$ cat src/nvol_defines.vh
// Purpose: constants for the nonvolatile option loader
// Assumes: apb with 32-bit data, one register per aligned word
// Notes: definitions only
`ifndef NVOL_DEFINES_VH
`define NVOL_DEFINES_VH

// ==========================================================
// flash option area addresses
`define NVOL_FADDR_COARSE 16'hFFBC
`define NVOL_FADDR_FINE 16'hFFBD
`define NVOL_FADDR_KEY_HIGH 16'hFFBE
`define NVOL_FADDR_KEY_LOW 16'hFFBF

// ==========================================================
// watchdog selection keys
`define NVOL_KEY_SOFT 16'hA596
`define NVOL_KEY_HARD_STOP 16'hA597

// ==========================================================
// register byte offsets
`define NVOL_OFF_KEY_HIGH 8'h00
`define NVOL_OFF_KEY_LOW 8'h04
`define NVOL_OFF_TRIM_COARSE 8'h08
`define NVOL_OFF_TRIM_FINE 8'h0C
`define NVOL_OFF_STATUS 8'h10
`define NVOL_OFF_ERASE 8'h14

// ==========================================================
// field positions and widths
`define NVOL_COARSE_W 5
`define NVOL_FINE_W 6
`define NVOL_SEL_LSB 5
`define NVOL_SEL_MSB 6
`define NVOL_ST_DONE 0
`define NVOL_ST_HW_WDT 1
`define NVOL_ST_SW_WDT 2
`define NVOL_ST_HW_HALT 3
`define NVOL_ST_UNSTABLE 4
`define NVOL_ST_ERASING 5
`define NVOL_ERASE_GO 0

// ==========================================================
// reset values and timing
`define NVOL_RST_SEL 2'h0
`define NVOL_RST_COARSE 5'h00
`define NVOL_RST_FINE 6'h00
`define NVOL_RST_KEY 8'h00
`define NVOL_SETTLE_CYCLES 64

`endif

$ cat src/nvol_option_loader.v
// Purpose: reset-time load of watchdog key and rc trimming from the option area
// Assumes: flash read port on the same clock; standby input from same-clock logic
// Notes: apb slave with zero wait states; no path writes the flash other than the erase request
//
// Summary of operation
// - copy flash FFBE/FFBF into watchdog key bytes
// - software writes to key registers are ignored
// - key A596: software watchdog, hardware watchdog off
// - key A597: hardware watchdog, halts in standby
// - other keys: hardware watchdog runs through standby
// - load 11-bit trim: 5 coarse, 6 fine
// - all-ones trim gives lowest rc frequency
// - all-zeros trim gives highest rc frequency
// - new frequency select changes rc, may be unstable
// - trim changes are never written back to flash
// - flash erase also erases whole option area
// - select 00/01/10/11 = 1/12.5/10/8 MHz
//
// The implementer's own choices: the APB interface to the registers and the register offsets.
`timescale 1ns/100ps
`include "nvol_defines.vh"

module nvol_option_loader #(
    parameter SETTLE_CYCLES = `NVOL_SETTLE_CYCLES
) (
    input wire clk,
    input wire rst,
    // apb slave
    input wire psel,
    input wire penable,
    input wire pwrite,
    input wire [7:0] paddr,
    input wire [31:0] pwdata,
    output reg [31:0] prdata,
    output reg pready,
    output reg pslverr,
    // flash option area read port
    output reg flash_rd_req,
    output reg [15:0] flash_addr,
    input wire [7:0] flash_rdata,
    input wire flash_rd_ack,
    // flash erase port
    output reg flash_erase_req,
    output reg flash_erase_option_area,
    input wire flash_erase_done,
    // standby indication from the power controller
    input wire standby_active,
    // watchdog selection
    output reg load_done,
    output reg hw_wdt_enable,
    output reg sw_wdt_enable,
    output reg hw_wdt_halt,
    // rc oscillator control
    output reg [1:0] rc_frequency_select,
    output reg [4:0] rc_trim_coarse,
    output reg [5:0] rc_trim_fine,
    output reg rc_reconfig,
    output reg rc_unstable
);

    // ==========================================================
    // load sequencer states
    localparam [5:0] S_IDLE = 6'b000001;
    localparam [5:0] S_REQ = 6'b000010;
    localparam [5:0] S_WAIT = 6'b000100;
    localparam [5:0] S_NEXT = 6'b001000;
    localparam [5:0] S_DONE = 6'b010000;
    localparam [5:0] S_ERASE = 6'b100000;

    localparam [1:0] IDX_COARSE = 2'd0;
    localparam [1:0] IDX_FINE = 2'd1;
    localparam [1:0] IDX_HIGH = 2'd2;
    localparam [1:0] IDX_LOW = 2'd3;

    localparam integer SETTLE_W = 16;
    // counts above the counter width are cut on purpose; the analog settle is short
    localparam [31:0] SETTLE_FULL = SETTLE_CYCLES;
    localparam [SETTLE_W-1:0] SETTLE_LOAD = SETTLE_FULL[SETTLE_W-1:0];
    localparam [SETTLE_W-1:0] SETTLE_ONE = {{(SETTLE_W-1){1'b0}}, 1'b1};

    reg [5:0] state;
    reg [5:0] next_state;
    reg [1:0] idx;
    reg [7:0] watchdog_select_key_high;
    reg [7:0] watchdog_select_key_low;
    reg [6:0] rc_trim_coarse_reg;
    reg [5:0] rc_trim_fine_reg;
    reg [SETTLE_W-1:0] settle_cnt;

    wire [5:0] reg_sel;
    wire reg_unmapped;
    wire setup_phase;
    wire wr_commit;
    wire key_hw_en;
    wire key_sw_en;
    wire key_halt;
    wire erase_go;
    reg [15:0] next_addr;
    reg [31:0] status_word;
    reg [31:0] next_prdata;
    wire [1:0] addr_idx;
    wire load_take;
    wire rc_change;

    // ==========================================================
    // address decode and key decode
    nvol_apb_decode u_decode (
        .paddr(paddr),
        .sel(reg_sel),
        .unmapped(reg_unmapped)
    );

    nvol_key_decode u_key (
        .key({watchdog_select_key_high, watchdog_select_key_low}),
        .hw_wdt_en(key_hw_en),
        .sw_wdt_en(key_sw_en),
        .hw_halt_in_standby(key_halt)
    );

    assign setup_phase = psel & ~penable;
    // a write takes effect only at the completing edge of the access phase
    assign wr_commit = psel & penable & pready & pwrite;
    assign erase_go = wr_commit & reg_sel[5] & pwdata[`NVOL_ERASE_GO] & (state == S_DONE);

    // in S_NEXT the index has not stepped yet, so address the byte after it
    assign addr_idx = (state == S_NEXT) ? idx + 2'd1 : idx;
    assign load_take = (state == S_WAIT) & flash_rd_ack;

    // ==========================================================
    // flash address for each load step
    always @* begin
        case (addr_idx)
            IDX_COARSE: next_addr = `NVOL_FADDR_COARSE;
            IDX_FINE: next_addr = `NVOL_FADDR_FINE;
            IDX_HIGH: next_addr = `NVOL_FADDR_KEY_HIGH;
            IDX_LOW: next_addr = `NVOL_FADDR_KEY_LOW;
            default: next_addr = `NVOL_FADDR_COARSE;
        endcase
    end

    // ==========================================================
    // sequencer next state
    always @* begin
        next_state = state;
        case (state)
            S_IDLE: next_state = S_REQ;
            S_REQ: next_state = S_WAIT;
            S_WAIT: begin
                if (flash_rd_ack) begin
                    next_state = S_NEXT;
                end
            end
            S_NEXT: begin
                // one cycle with the request low lets the flash clear its ack
                if (idx == IDX_LOW) begin
                    next_state = S_DONE;
                end else begin
                    next_state = S_REQ;
                end
            end
            S_DONE: begin
                if (erase_go) begin
                    next_state = S_ERASE;
                end
            end
            S_ERASE: begin
                // the option area is blank now; reload it the same way as after reset
                if (flash_erase_done) begin
                    next_state = S_IDLE;
                end
            end
            default: next_state = S_IDLE;
        endcase
    end

    // ==========================================================
    // sequencer and flash ports
    always @(posedge clk or posedge rst) begin
        if (rst) begin
            state <= S_IDLE;
            idx <= IDX_COARSE;
            flash_rd_req <= 1'b0;
            flash_addr <= 16'h0000;
            flash_erase_req <= 1'b0;
            flash_erase_option_area <= 1'b0;
        end else begin
            state <= next_state;
            flash_rd_req <= (next_state == S_REQ) | (next_state == S_WAIT);
            flash_erase_req <= (next_state == S_ERASE);
            // erase always takes the option words with it
            flash_erase_option_area <= (next_state == S_ERASE);
            if (next_state == S_REQ) begin
                flash_addr <= next_addr;
            end
            if (state == S_NEXT) begin
                idx <= idx + 2'd1;
            end else if (state == S_ERASE) begin
                idx <= IDX_COARSE;
            end
        end
    end

    // ==========================================================
    // option registers: flash load, then software on the trim only
    always @(posedge clk or posedge rst) begin
        if (rst) begin
            watchdog_select_key_high <= `NVOL_RST_KEY;
            watchdog_select_key_low <= `NVOL_RST_KEY;
            rc_trim_coarse_reg <= {`NVOL_RST_SEL, `NVOL_RST_COARSE};
            rc_trim_fine_reg <= `NVOL_RST_FINE;
        end else if (load_take) begin
            // bit 7 of the coarse byte is unused and never stored
            case (idx)
                IDX_COARSE: rc_trim_coarse_reg <= flash_rdata[6:0];
                IDX_FINE: rc_trim_fine_reg <= flash_rdata[5:0];
                IDX_HIGH: watchdog_select_key_high <= flash_rdata;
                IDX_LOW: watchdog_select_key_low <= flash_rdata;
                default: rc_trim_fine_reg <= rc_trim_fine_reg;
            endcase
        end else if (wr_commit && state == S_DONE) begin
            // key registers have no write path at all
            // trim writes live only here and never reach flash
            if (reg_sel[2]) begin
                rc_trim_coarse_reg <= pwdata[6:0];
            end
            if (reg_sel[3]) begin
                rc_trim_fine_reg <= pwdata[5:0];
            end
        end
    end

    // ==========================================================
    // watchdog selection outputs, held safe until the load completes
    always @(posedge clk or posedge rst) begin
        if (rst) begin
            load_done <= 1'b0;
            hw_wdt_enable <= 1'b0;
            sw_wdt_enable <= 1'b0;
            hw_wdt_halt <= 1'b0;
        end else begin
            load_done <= (state == S_DONE);
            // a half-loaded key must pick no watchdog at all
            if (state == S_DONE) begin
                hw_wdt_enable <= key_hw_en;
                sw_wdt_enable <= key_sw_en;
                hw_wdt_halt <= key_hw_en & key_halt & standby_active;
            end else begin
                hw_wdt_enable <= 1'b0;
                sw_wdt_enable <= 1'b0;
                hw_wdt_halt <= 1'b0;
            end
        end
    end

    // ==========================================================
    // rc oscillator control
    // trim code maps monotonically: 0 is fastest, all ones slowest
    // select code 00/01/10/11 is decoded by the analog block as 1/12.5/10/8 MHz
    // any difference between the software copy and the live outputs is a change
    assign rc_change =
        (rc_trim_coarse_reg[`NVOL_SEL_MSB:`NVOL_SEL_LSB] != rc_frequency_select) |
        (rc_trim_coarse_reg[4:0] != rc_trim_coarse) |
        (rc_trim_fine_reg != rc_trim_fine);

    always @(posedge clk or posedge rst) begin
        if (rst) begin
            rc_frequency_select <= `NVOL_RST_SEL;
            rc_trim_coarse <= `NVOL_RST_COARSE;
            rc_trim_fine <= `NVOL_RST_FINE;
            rc_reconfig <= 1'b0;
            rc_unstable <= 1'b0;
            settle_cnt <= {SETTLE_W{1'b0}};
        end else begin
            rc_reconfig <= 1'b0;
            if (state == S_DONE) begin
                rc_frequency_select <= rc_trim_coarse_reg[`NVOL_SEL_MSB:`NVOL_SEL_LSB];
                rc_trim_coarse <= rc_trim_coarse_reg[4:0];
                rc_trim_fine <= rc_trim_fine_reg;
                if (rc_change) begin
                    // software should have moved the cpu clock away first
                    rc_reconfig <= 1'b1;
                    rc_unstable <= 1'b1;
                    // a further change restarts the settle count
                    settle_cnt <= SETTLE_LOAD;
                end else if (settle_cnt != {SETTLE_W{1'b0}}) begin
                    settle_cnt <= settle_cnt - SETTLE_ONE;
                end else begin
                    rc_unstable <= 1'b0;
                end
            end
        end
    end

    // ==========================================================
    // status word; each flag sits at its defined bit position
    always @* begin
        status_word = 32'h00000000;
        status_word[`NVOL_ST_DONE] = load_done;
        status_word[`NVOL_ST_HW_WDT] = hw_wdt_enable;
        status_word[`NVOL_ST_SW_WDT] = sw_wdt_enable;
        status_word[`NVOL_ST_HW_HALT] = hw_wdt_halt;
        status_word[`NVOL_ST_UNSTABLE] = rc_unstable;
        status_word[`NVOL_ST_ERASING] = (state == S_ERASE);
    end

    // ==========================================================
    // read data for the register picked in the setup phase
    // writes and unmapped reads return zero so stale data never leaks
    always @* begin
        next_prdata = 32'h00000000;
        if (!pwrite) begin
            case (1'b1)
                reg_sel[0]: next_prdata = {24'h000000, watchdog_select_key_high};
                reg_sel[1]: next_prdata = {24'h000000, watchdog_select_key_low};
                reg_sel[2]: next_prdata = {25'h0000000, rc_trim_coarse_reg};
                reg_sel[3]: next_prdata = {26'h0000000, rc_trim_fine_reg};
                reg_sel[4]: next_prdata = status_word;
                default: next_prdata = 32'h00000000;
            endcase
        end
    end

    // ==========================================================
    // apb slave: zero wait states, read data captured in setup
    always @(posedge clk or posedge rst) begin
        if (rst) begin
            pready <= 1'b0;
            pslverr <= 1'b0;
            prdata <= 32'h00000000;
        end else begin
            pready <= setup_phase;
            if (setup_phase) begin
                pslverr <= reg_unmapped;
                prdata <= next_prdata;
            end else begin
                pslverr <= 1'b0;
            end
        end
    end

endmodule

$ cat src/nvol_apb_decode.v
// Purpose: apb address decode for the option loader registers
// Assumes: paddr holds a byte address, word aligned
// Notes: purely combinational, sampled by the top in the setup phase
`timescale 1ns/100ps
`include "nvol_defines.vh"

module nvol_apb_decode (
    input wire [7:0] paddr,
    output reg [5:0] sel,
    output reg unmapped
);
    // one bit per register, in offset order
    always @* begin
        sel = 6'h00;
        unmapped = 1'b0;
        case (paddr)
            `NVOL_OFF_KEY_HIGH: sel = 6'h01;
            `NVOL_OFF_KEY_LOW: sel = 6'h02;
            `NVOL_OFF_TRIM_COARSE: sel = 6'h04;
            `NVOL_OFF_TRIM_FINE: sel = 6'h08;
            `NVOL_OFF_STATUS: sel = 6'h10;
            `NVOL_OFF_ERASE: sel = 6'h20;
            default: unmapped = 1'b1;
        endcase
    end
endmodule

$ cat src/nvol_key_decode.v
// Purpose: watchdog selection from the 16-bit key
// Assumes: key is upper byte then lower byte
// Notes: combinational
`timescale 1ns/100ps
`include "nvol_defines.vh"

module nvol_key_decode (
    input wire [15:0] key,
    output reg hw_wdt_en,
    output reg sw_wdt_en,
    output reg hw_halt_in_standby
);
    always @* begin
        hw_wdt_en = 1'b1;
        sw_wdt_en = 1'b0;
        hw_halt_in_standby = 1'b0;
        if (key == `NVOL_KEY_SOFT) begin
            hw_wdt_en = 1'b0;
            sw_wdt_en = 1'b1;
        end else if (key == `NVOL_KEY_HARD_STOP) begin
            hw_halt_in_standby = 1'b1;
        end
        // any other key: hardware watchdog on, counts through standby
    end
endmodule

$ cat config.mk
export PLATFORM = sky130hd
export DESIGN_NAME = nvol_option_loader
export DESIGN_NICKNAME = d
export VERILOG_FILES = /design/src/nvol_option_loader.v /design/src/nvol_apb_decode.v /design/src/nvol_key_decode.v
export VERILOG_INCLUDE_DIRS = /design/src
export SDC_FILE = /design/constraint.sdc
export NUM_CORES = 1
export LEC_CHECK = 0
export BUFFER_PORTS_ARGS = -buffer_cell sky130_fd_sc_hd__buf_2
export CORE_MARGIN = 3
export CORE_UTILIZATION = 53
export CTS_CLUSTER_DIAMETER = 150
export DETAILED_ROUTE_END_ITERATION = 8
export GPL_TIMING_DRIVEN = 0
export PLACE_DENSITY = 0.81
export SKIP_LAST_GASP = 1
export SYNTH_ARGS = -nofsm -noshare
export SYNTH_HDL_FRONTEND = slang
export SYNTH_SLANG_ARGS = --single-unit
$ cat constraint.sdc
create_clock -name clk -period 4 [get_ports clk]
set_clock_uncertainty 0.2 [all_clocks]
set_input_delay 0.8 -clock clk [delete_from_list [all_inputs] [get_ports clk]]
set_output_delay 0.8 -clock clk [all_outputs]
set_load 0.005 [all_outputs]
==> results of run 1 <==
==> stage by stage <==
step	instances	util (%)	area (um^2)	TNS (ns)
floorplan	534	-	4770	0
global placement	715	63.0	5280	-14.18
detailed placement	716	63.3	5310	0
CTS	732	66.4	5560	0
global route	732	66.4	5560	0
finish	732	66.4	5560	0
==> worst min-delay path by stage <==
| stage | start | to | slack, ns | depth (start not counted) |
|---|---|---|---|---|
| 3_5_place_dp | flash_addr[1] | flash_addr[1] | 0.27 | 2 |
| 5_1_grt | rst | flash_addr[14] | 0.21 | 2 |
| 6_report | rst | flash_addr[14] | 0.19 | 2 |
| 2_1_floorplan | prdata[6] | prdata[6] | 0.27 | 2 |
| 4_1_cts | rst | flash_addr[14] | 0.20 | 2 |
| 3_3_place_gp | flash_addr[1] | flash_addr[1] | 0.26 | 2 |
==> worst reg2reg max path, cell delays in order, from the launching register on <==
cell and delay, ns:
dfrtp_1 0.42, or4_1 0.58, nor3_1 0.42, nand4b_1 0.43
nand2_1 0.37, o22ai_1 0.13, nor2_1 0.14
==> metal layers <==
layer  part of all wire [%]  global-route usage [%]  wire, um
met5                      0                       0         0
met3                    7.9                    5.35       925
met2                     46                    36.6      5430
met4                    2.4                    9.35       285
met1                     43                    33.0      5040
==> synthesized netlist by cell type (all sizes together) (5+ instances only) <==
| cell type | instances |
|---|---|
| dfrtp | 86 |
| nand2 | 67 |
| nor2 | 60 |
| buf | 41 |
| o22ai | 27 |
| a21oi | 19 |
| o21ai | 19 |
| clkbuf | 17 |
| inv | 17 |
| mux2 | 17 |
| nor3 | 14 |
| nand3 | 12 |
| xor2 | 12 |
| a22o | 8 |
| nand2b | 8 |
| nand4 | 7 |
| nor2b | 7 |
| nor4 | 7 |
| ha | 6 |
| mux2i | 6 |
| or3 | 6 |
| a211oi | 5 |
| a31oi | 5 |
| or2 | 5 |
==> cell type report <==
class                      instances  area, um^2  share of cell area, %
inverter                          17        66.3                   1.19
buffer                            58         369                   6.64
clock buffer                      11         151                   2.72
sequential                        87        2180                   39.2
multi-input combinational        372        2150                   38.7
tap                              105         131                   2.36
timing repair buffer              77         408                   7.33
clock inverter                     5         104                   1.87
==> power by group through the flow <==
| stage | clock network [W] | logic (W) | registers [W] |
|---|---|---|---|
| floorplan | 0 | 0.000247 | 0.00101 |
| global placement | 0 | 0.000318 | 0.00103 |
| detailed placement | 0 | 0.000336 | 0.00104 |
| CTS | 0.000772 | 0.000338 | 0.00102 |
| global route | 0.000815 | 0.000379 | 0.00103 |
| finish | 0.000761 | 0.000341 | 0.00102 |
==> cells by family after synthesis <==
kind of cell,after synthesis,synth area share (%)
other cells,1,0.0802
simple gates,210,21.7
buf+inv,75,9.26
mux,23,5.38
fa+ha+maj,6,1.61
compound gates,94,12.8
xor+xnor,14,2.62
flops,87,46.6
==> results.toml, run 1 <==
[outcome]
status = "finished, final reports clean"

[clocking]
cts_inserted_buffers = 9
h-tree-depth = 3
cts_num_sinks = 87
cts_resized = 0
worstSkewPairLatency_ns = 0.37
path_clk_slew_ns = 0.09
hold_buffers = 0
tritoncts = "done"
cts_root_buffer = "clkbuf_8"
post_cts_buffers = 0
clockBufferDepth = 2

[place]
port_buffers = 76
gp_congestion = 0.920
pre_cts_slack_ns = 0.930
hpwl_um = 8770

[setup_path]
cp.buffers_inverters = 0
crit_chain = "or4_1 > nor3_1 > nand4b_1 > nand2_1 > o22ai_1 > nor2_1"
r2r_cells = 6
regToRegStartpoint = "state[1]"
worst-path-stages = 6
cp_top_family = "simple AND/OR/NAND/NOR gates"
cp-endpoint = "rc_trim_coarse_reg[5]"
crit_type = "reg -> reg"
critPathRequiredTime_ns = 4.10
endpoint_kind = "flip-flop"
slowest_stage = "or4_1"
r2r-end = "rc_trim_coarse_reg[5]"
cp.arrival_ns = 2.87
critPathMaxStageDelay_ns = 0.58
start_kind = "flip-flop"
crit_start = "state[1]"
critPathMaxFanout = 8
r2r_slack_ns = 1.23

[cells_and_area]
nets = 684
final_common_cell = "dfrtp_1"
largest_register_ffs = 16
layout_common_cells = "dfrtp_1, buf_2, nand2_1"
drive_above_1_share_pct = 26.0
diodes = 0
area_growth_pct = 19.0
fillers = 701

[routing]
drt_iter0_drc = 347
avgRoutedWirePerCell_um = 16.0
viasPerCell = 5.56
dr.pass1.iters = 5
detail-route-antenna-nets = 0
drc = 0
num_vias = 4071
wl_um = 11700

[timing]
min_period_ns = 2.77
hold_ws_ns = 0.188
fmax_mhz = 361
drv_slew = 0
setup_violations = 0
rsz0062_at_grt = "no"
slew_headroom_pct = 59.9
hold_violations = 0
tightest_slew_ns = 0.601
timing.final.ws_setup_ns = 1.23
fin_crit_sh_pct = 69.3

[grt]
antenna_found_initial = 0
grt_use_total_pct = 23.8
grt_pass1_wl_um = 18700
grt_start_max_net_pins = 64
grt_overflow = 0
grt_pass1_vias = 3752

[synth]
synth_top_flop_cell = "dfrtp_1"
yosysSeqAreaShare_pct = 46.6
synthesis.area_um2 = 4680
yosys_warnings = 0
synth.distinct_cells = 51
ys_ff_latch = 87
synth_edf_count = 0
avgSynthCellArea_um2 = 9.17
async_flop_share_pct = 100
synthCells = 510
synthTopCellsByArea = "dfrtp_1, buf_4, nand2_1, nor2_1, mux2_2"
synth_top_cell_by_area = "dfrtp_1"
synth_top_area_share_pct = 46.0

[floorplanning]
dieArea_um2 = 9990
die_w_um = 99.9
ioPinCount = 128
fp-row-count = 33
die_h_um = 99.9
core_region_area_um2 = 8380
start_util_pct = 55.8

[pwr]
power_density_nw_per_um2 = 381
p_leak_nw = 2.94
swShare_pct = 27.4
p_seq_share_pct = 48.1
combPwrFrac_pct = 16.1
switchingPower_w = 0.000582
finalPower_w = 0.00212
p_int_w = 0.00154
clkPwrFrac_pct = 35.8
irDropWorstVdd_v = 0.000255

[job]
maxCapViolCount = 0

[worst_hold_path]
hold_path_class = "in -> async"
Note: power is estimated with default switching activity, not from simulation.
==> inputs of run 2 (changes only) <==
ABC_AREA = 1   (was unset)
PLACE_DENSITY = 0.79   (was 0.81)
clock period = 2.9 ns   (was 4 ns; I/O delays follow)
==> results.toml, run 2 <==
[outcome]
status = "finished, final reports clean"

[routing]
num_vias = 4856
avgRoutedWirePerCell_um = 13.6
drc = 0
viasPerCell = 5.09
wl_um = 13000
dr.pass1.iters = 5
detail-route-antenna-nets = 0
drt_iter0_drc = 267

[timing]
fin_crit_sh_pct = 77.3
hold_violations = 0
drv_slew = 0
rsz0062_at_grt = "no"
tightest_slew_ns = 0.634
min_period_ns = 2.24
slew_headroom_pct = 57.5
timing.final.ws_setup_ns = 0.659
fmax_mhz = 446
fin_tns_setup_ns = 0
setup_violations = 0

[clocking]
worstSkewPairLatency_ns = 0.36
cts_num_sinks = 87
cts_inserted_buffers = 9
cts_root_buffer = "clkbuf_8"
post_cts_buffers = 0
tritoncts = "done"
path_clk_slew_ns = 0.09
cts_resized = 0
h-tree-depth = 3
clockBufferDepth = 2

[cells_and_area]
area_growth_pct = 17.8
diodes = 0
final_common_cell = "nand2_1"
layout_common_cells = "nand2_1, dfrtp_1, inv_1"
layout.cell_area.non_filler_um2 = 6110
drive_above_1_share_pct = 21.1
nets = 882
largest_register_ffs = 16
stdcell_count = 954

[synth]
synth_edf_count = 0
yosys_warnings = 0
async_flop_share_pct = 100
synth_most_common_cell = "nand2_1"
synth.distinct_cells = 38
synth_top_flop_cell = "dfrtp_1"
synthCells = 705
synthTopCellsByArea = "dfrtp_1, nand2_1, nand3_1, buf_4, inv_1"
yosysSeqAreaShare_pct = 42.0
synth_top_area_share_pct = 41.5
synth_common_cells = "nand2_1, dfrtp_1, inv_1"
synthesis.area_um2 = 5190
avgSynthCellArea_um2 = 7.36
synth_top_cell_by_area = "dfrtp_1"
ys_ff_latch = 87

[pwr]
p_int_w = 0.00219
p_leak_nw = 3.51
power_density_nw_per_um2 = 535
p_seq_share_pct = 47.4
swShare_pct = 32.9
switchingPower_w = 0.00108
clkPwrFrac_pct = 30.1
irDropWorstVdd_v = 0.000374
combPwrFrac_pct = 22.5

[place]
port_buffers = 77
dp_cells = 937
dpl_cell_area_um2 = 5870
gp_congestion = 0.932
pre_cts_slack_ns = 0.706
hpwl_um = 9990

[setup_path]
critPathRequiredTime_ns = 2.96
endpoint_kind = "flip-flop"
cp.arrival_ns = 2.30
slowest_stage = "dfrtp_1"
critPathMaxStageDelay_ns = 0.41
cp_top_family = "simple AND/OR/NAND/NOR gates"
cpMostUsedCell = "nand2_1"
crit_chain = "inv_1 > ha_1 > nand2_1 > nor2_1 > nand2_1 > nor2_1 > nand3_1 > buf_2 > nand4_1 > nand2_1"
critPathMaxFanout = 10
start_kind = "flip-flop"
crit_type = "reg -> reg"
cp.buffers_inverters = 2

[floorplanning]
die_h_um = 105
start_util_pct = 55.4
fp-row-count = 35
dieArea_um2 = 11000
core_region_area_um2 = 9370
ioPinCount = 128
die_w_um = 105

[grt]
grt_pass1_wl_um = 21700
grt_use_total_pct = 24.3
antenna_found_initial = 0
grt_start_max_net_pins = 44
grt_pass1_vias = 4508
grt_overflow = 0

[worst_hold_path]
hold_path_class = "in -> reg"

[job]
maxCapViolCount = 0
run 2: cells by family after synthesis:
| group | Yosys count | synth area share, % |
|---|---|---|
| and+or+nand+nor | 405 | 35.6 |
| DFF | 87 | 42.0 |
| adders and majority gates | 6 | 1.45 |
| buffers and inverters | 140 | 13.6 |
| other | 1 | 0.0723 |
| AOI/OAI and AO/OA | 57 | 5.76 |
| xor gates and xnor gates | 9 | 1.52 |
run 2: timing repair:
action | in CTS | in global routing
endpoints found under the setup margin | 0 | 0
hold endpoints to repair | 8 | 0
hold buffers | 1 | 0
run 2: final timing paths:
kind | startpoint | endpoint | slack, ns | depth (start not counted)
worst max-delay path | settle_cnt[0] | settle_cnt[4] | 0.66 | 10
worst min-delay path | penable | pready | 0.20 | 2
worst max register to register | settle_cnt[0] | settle_cnt[4] | 0.66 | 10
worst min register to register | prdata[2] | prdata[2] | 0.28 | 2
max in group asynchronous | rst | rc_trim_fine_reg[3] | 1.26 | 5
min in group asynchronous | rst | settle_cnt[9] | 0.49 | 3
run 2: cell type report:
| class | count | area [um^2] |
|---|---|---|
| fillers | 885 | 3260 |
| multi-input cells | 502 | 2390 |
| flip-flops and latches | 87 | 2180 |
| repair buffers | 80 | 435 |
| plain buffers | 50 | 365 |
| inverters | 90 | 344 |
| well taps | 129 | 161 |
| clock buffers | 11 | 151 |
| clock inverters | 5 | 80.1 |
run 2: layer usage:
layer	global-route usage [%]	wire (um)	vias to the layer above
li1	-	-	2401
met1	33.2	5520	2255
met2	40.1	6310	176
met3	3.27	898	24
met4	8.25	257	0
met5	0	0	-
run 2: power groups by stage:
stage	registers (W)	clock network, W	logic (W)
after detailed placement	0.00157	0	0.000727
after global placement	0.00156	0	0.000698
final	0.00155	0.000983	0.000736
after global routing	0.00157	0.00104	0.000849
after floorplan	0.00151	0	0.000560
after CTS	0.00155	0.000989	0.000739
run 2: per-stage QoR:
| step | util, % | hold slack, ns | total power (W) |
|---|---|---|---|
| after floorplan | - | 0.259 | 0.00207 |
| after global placement | 62.2 | 0.263 | 0.00226 |
| after detailed placement | 62.6 | 0.261 | 0.00230 |
| after CTS | 65.2 | 0.196 | 0.00327 |
| after global routing | 65.2 | 0.203 | 0.00346 |
| final | 65.2 | 0.203 | 0.00327 |
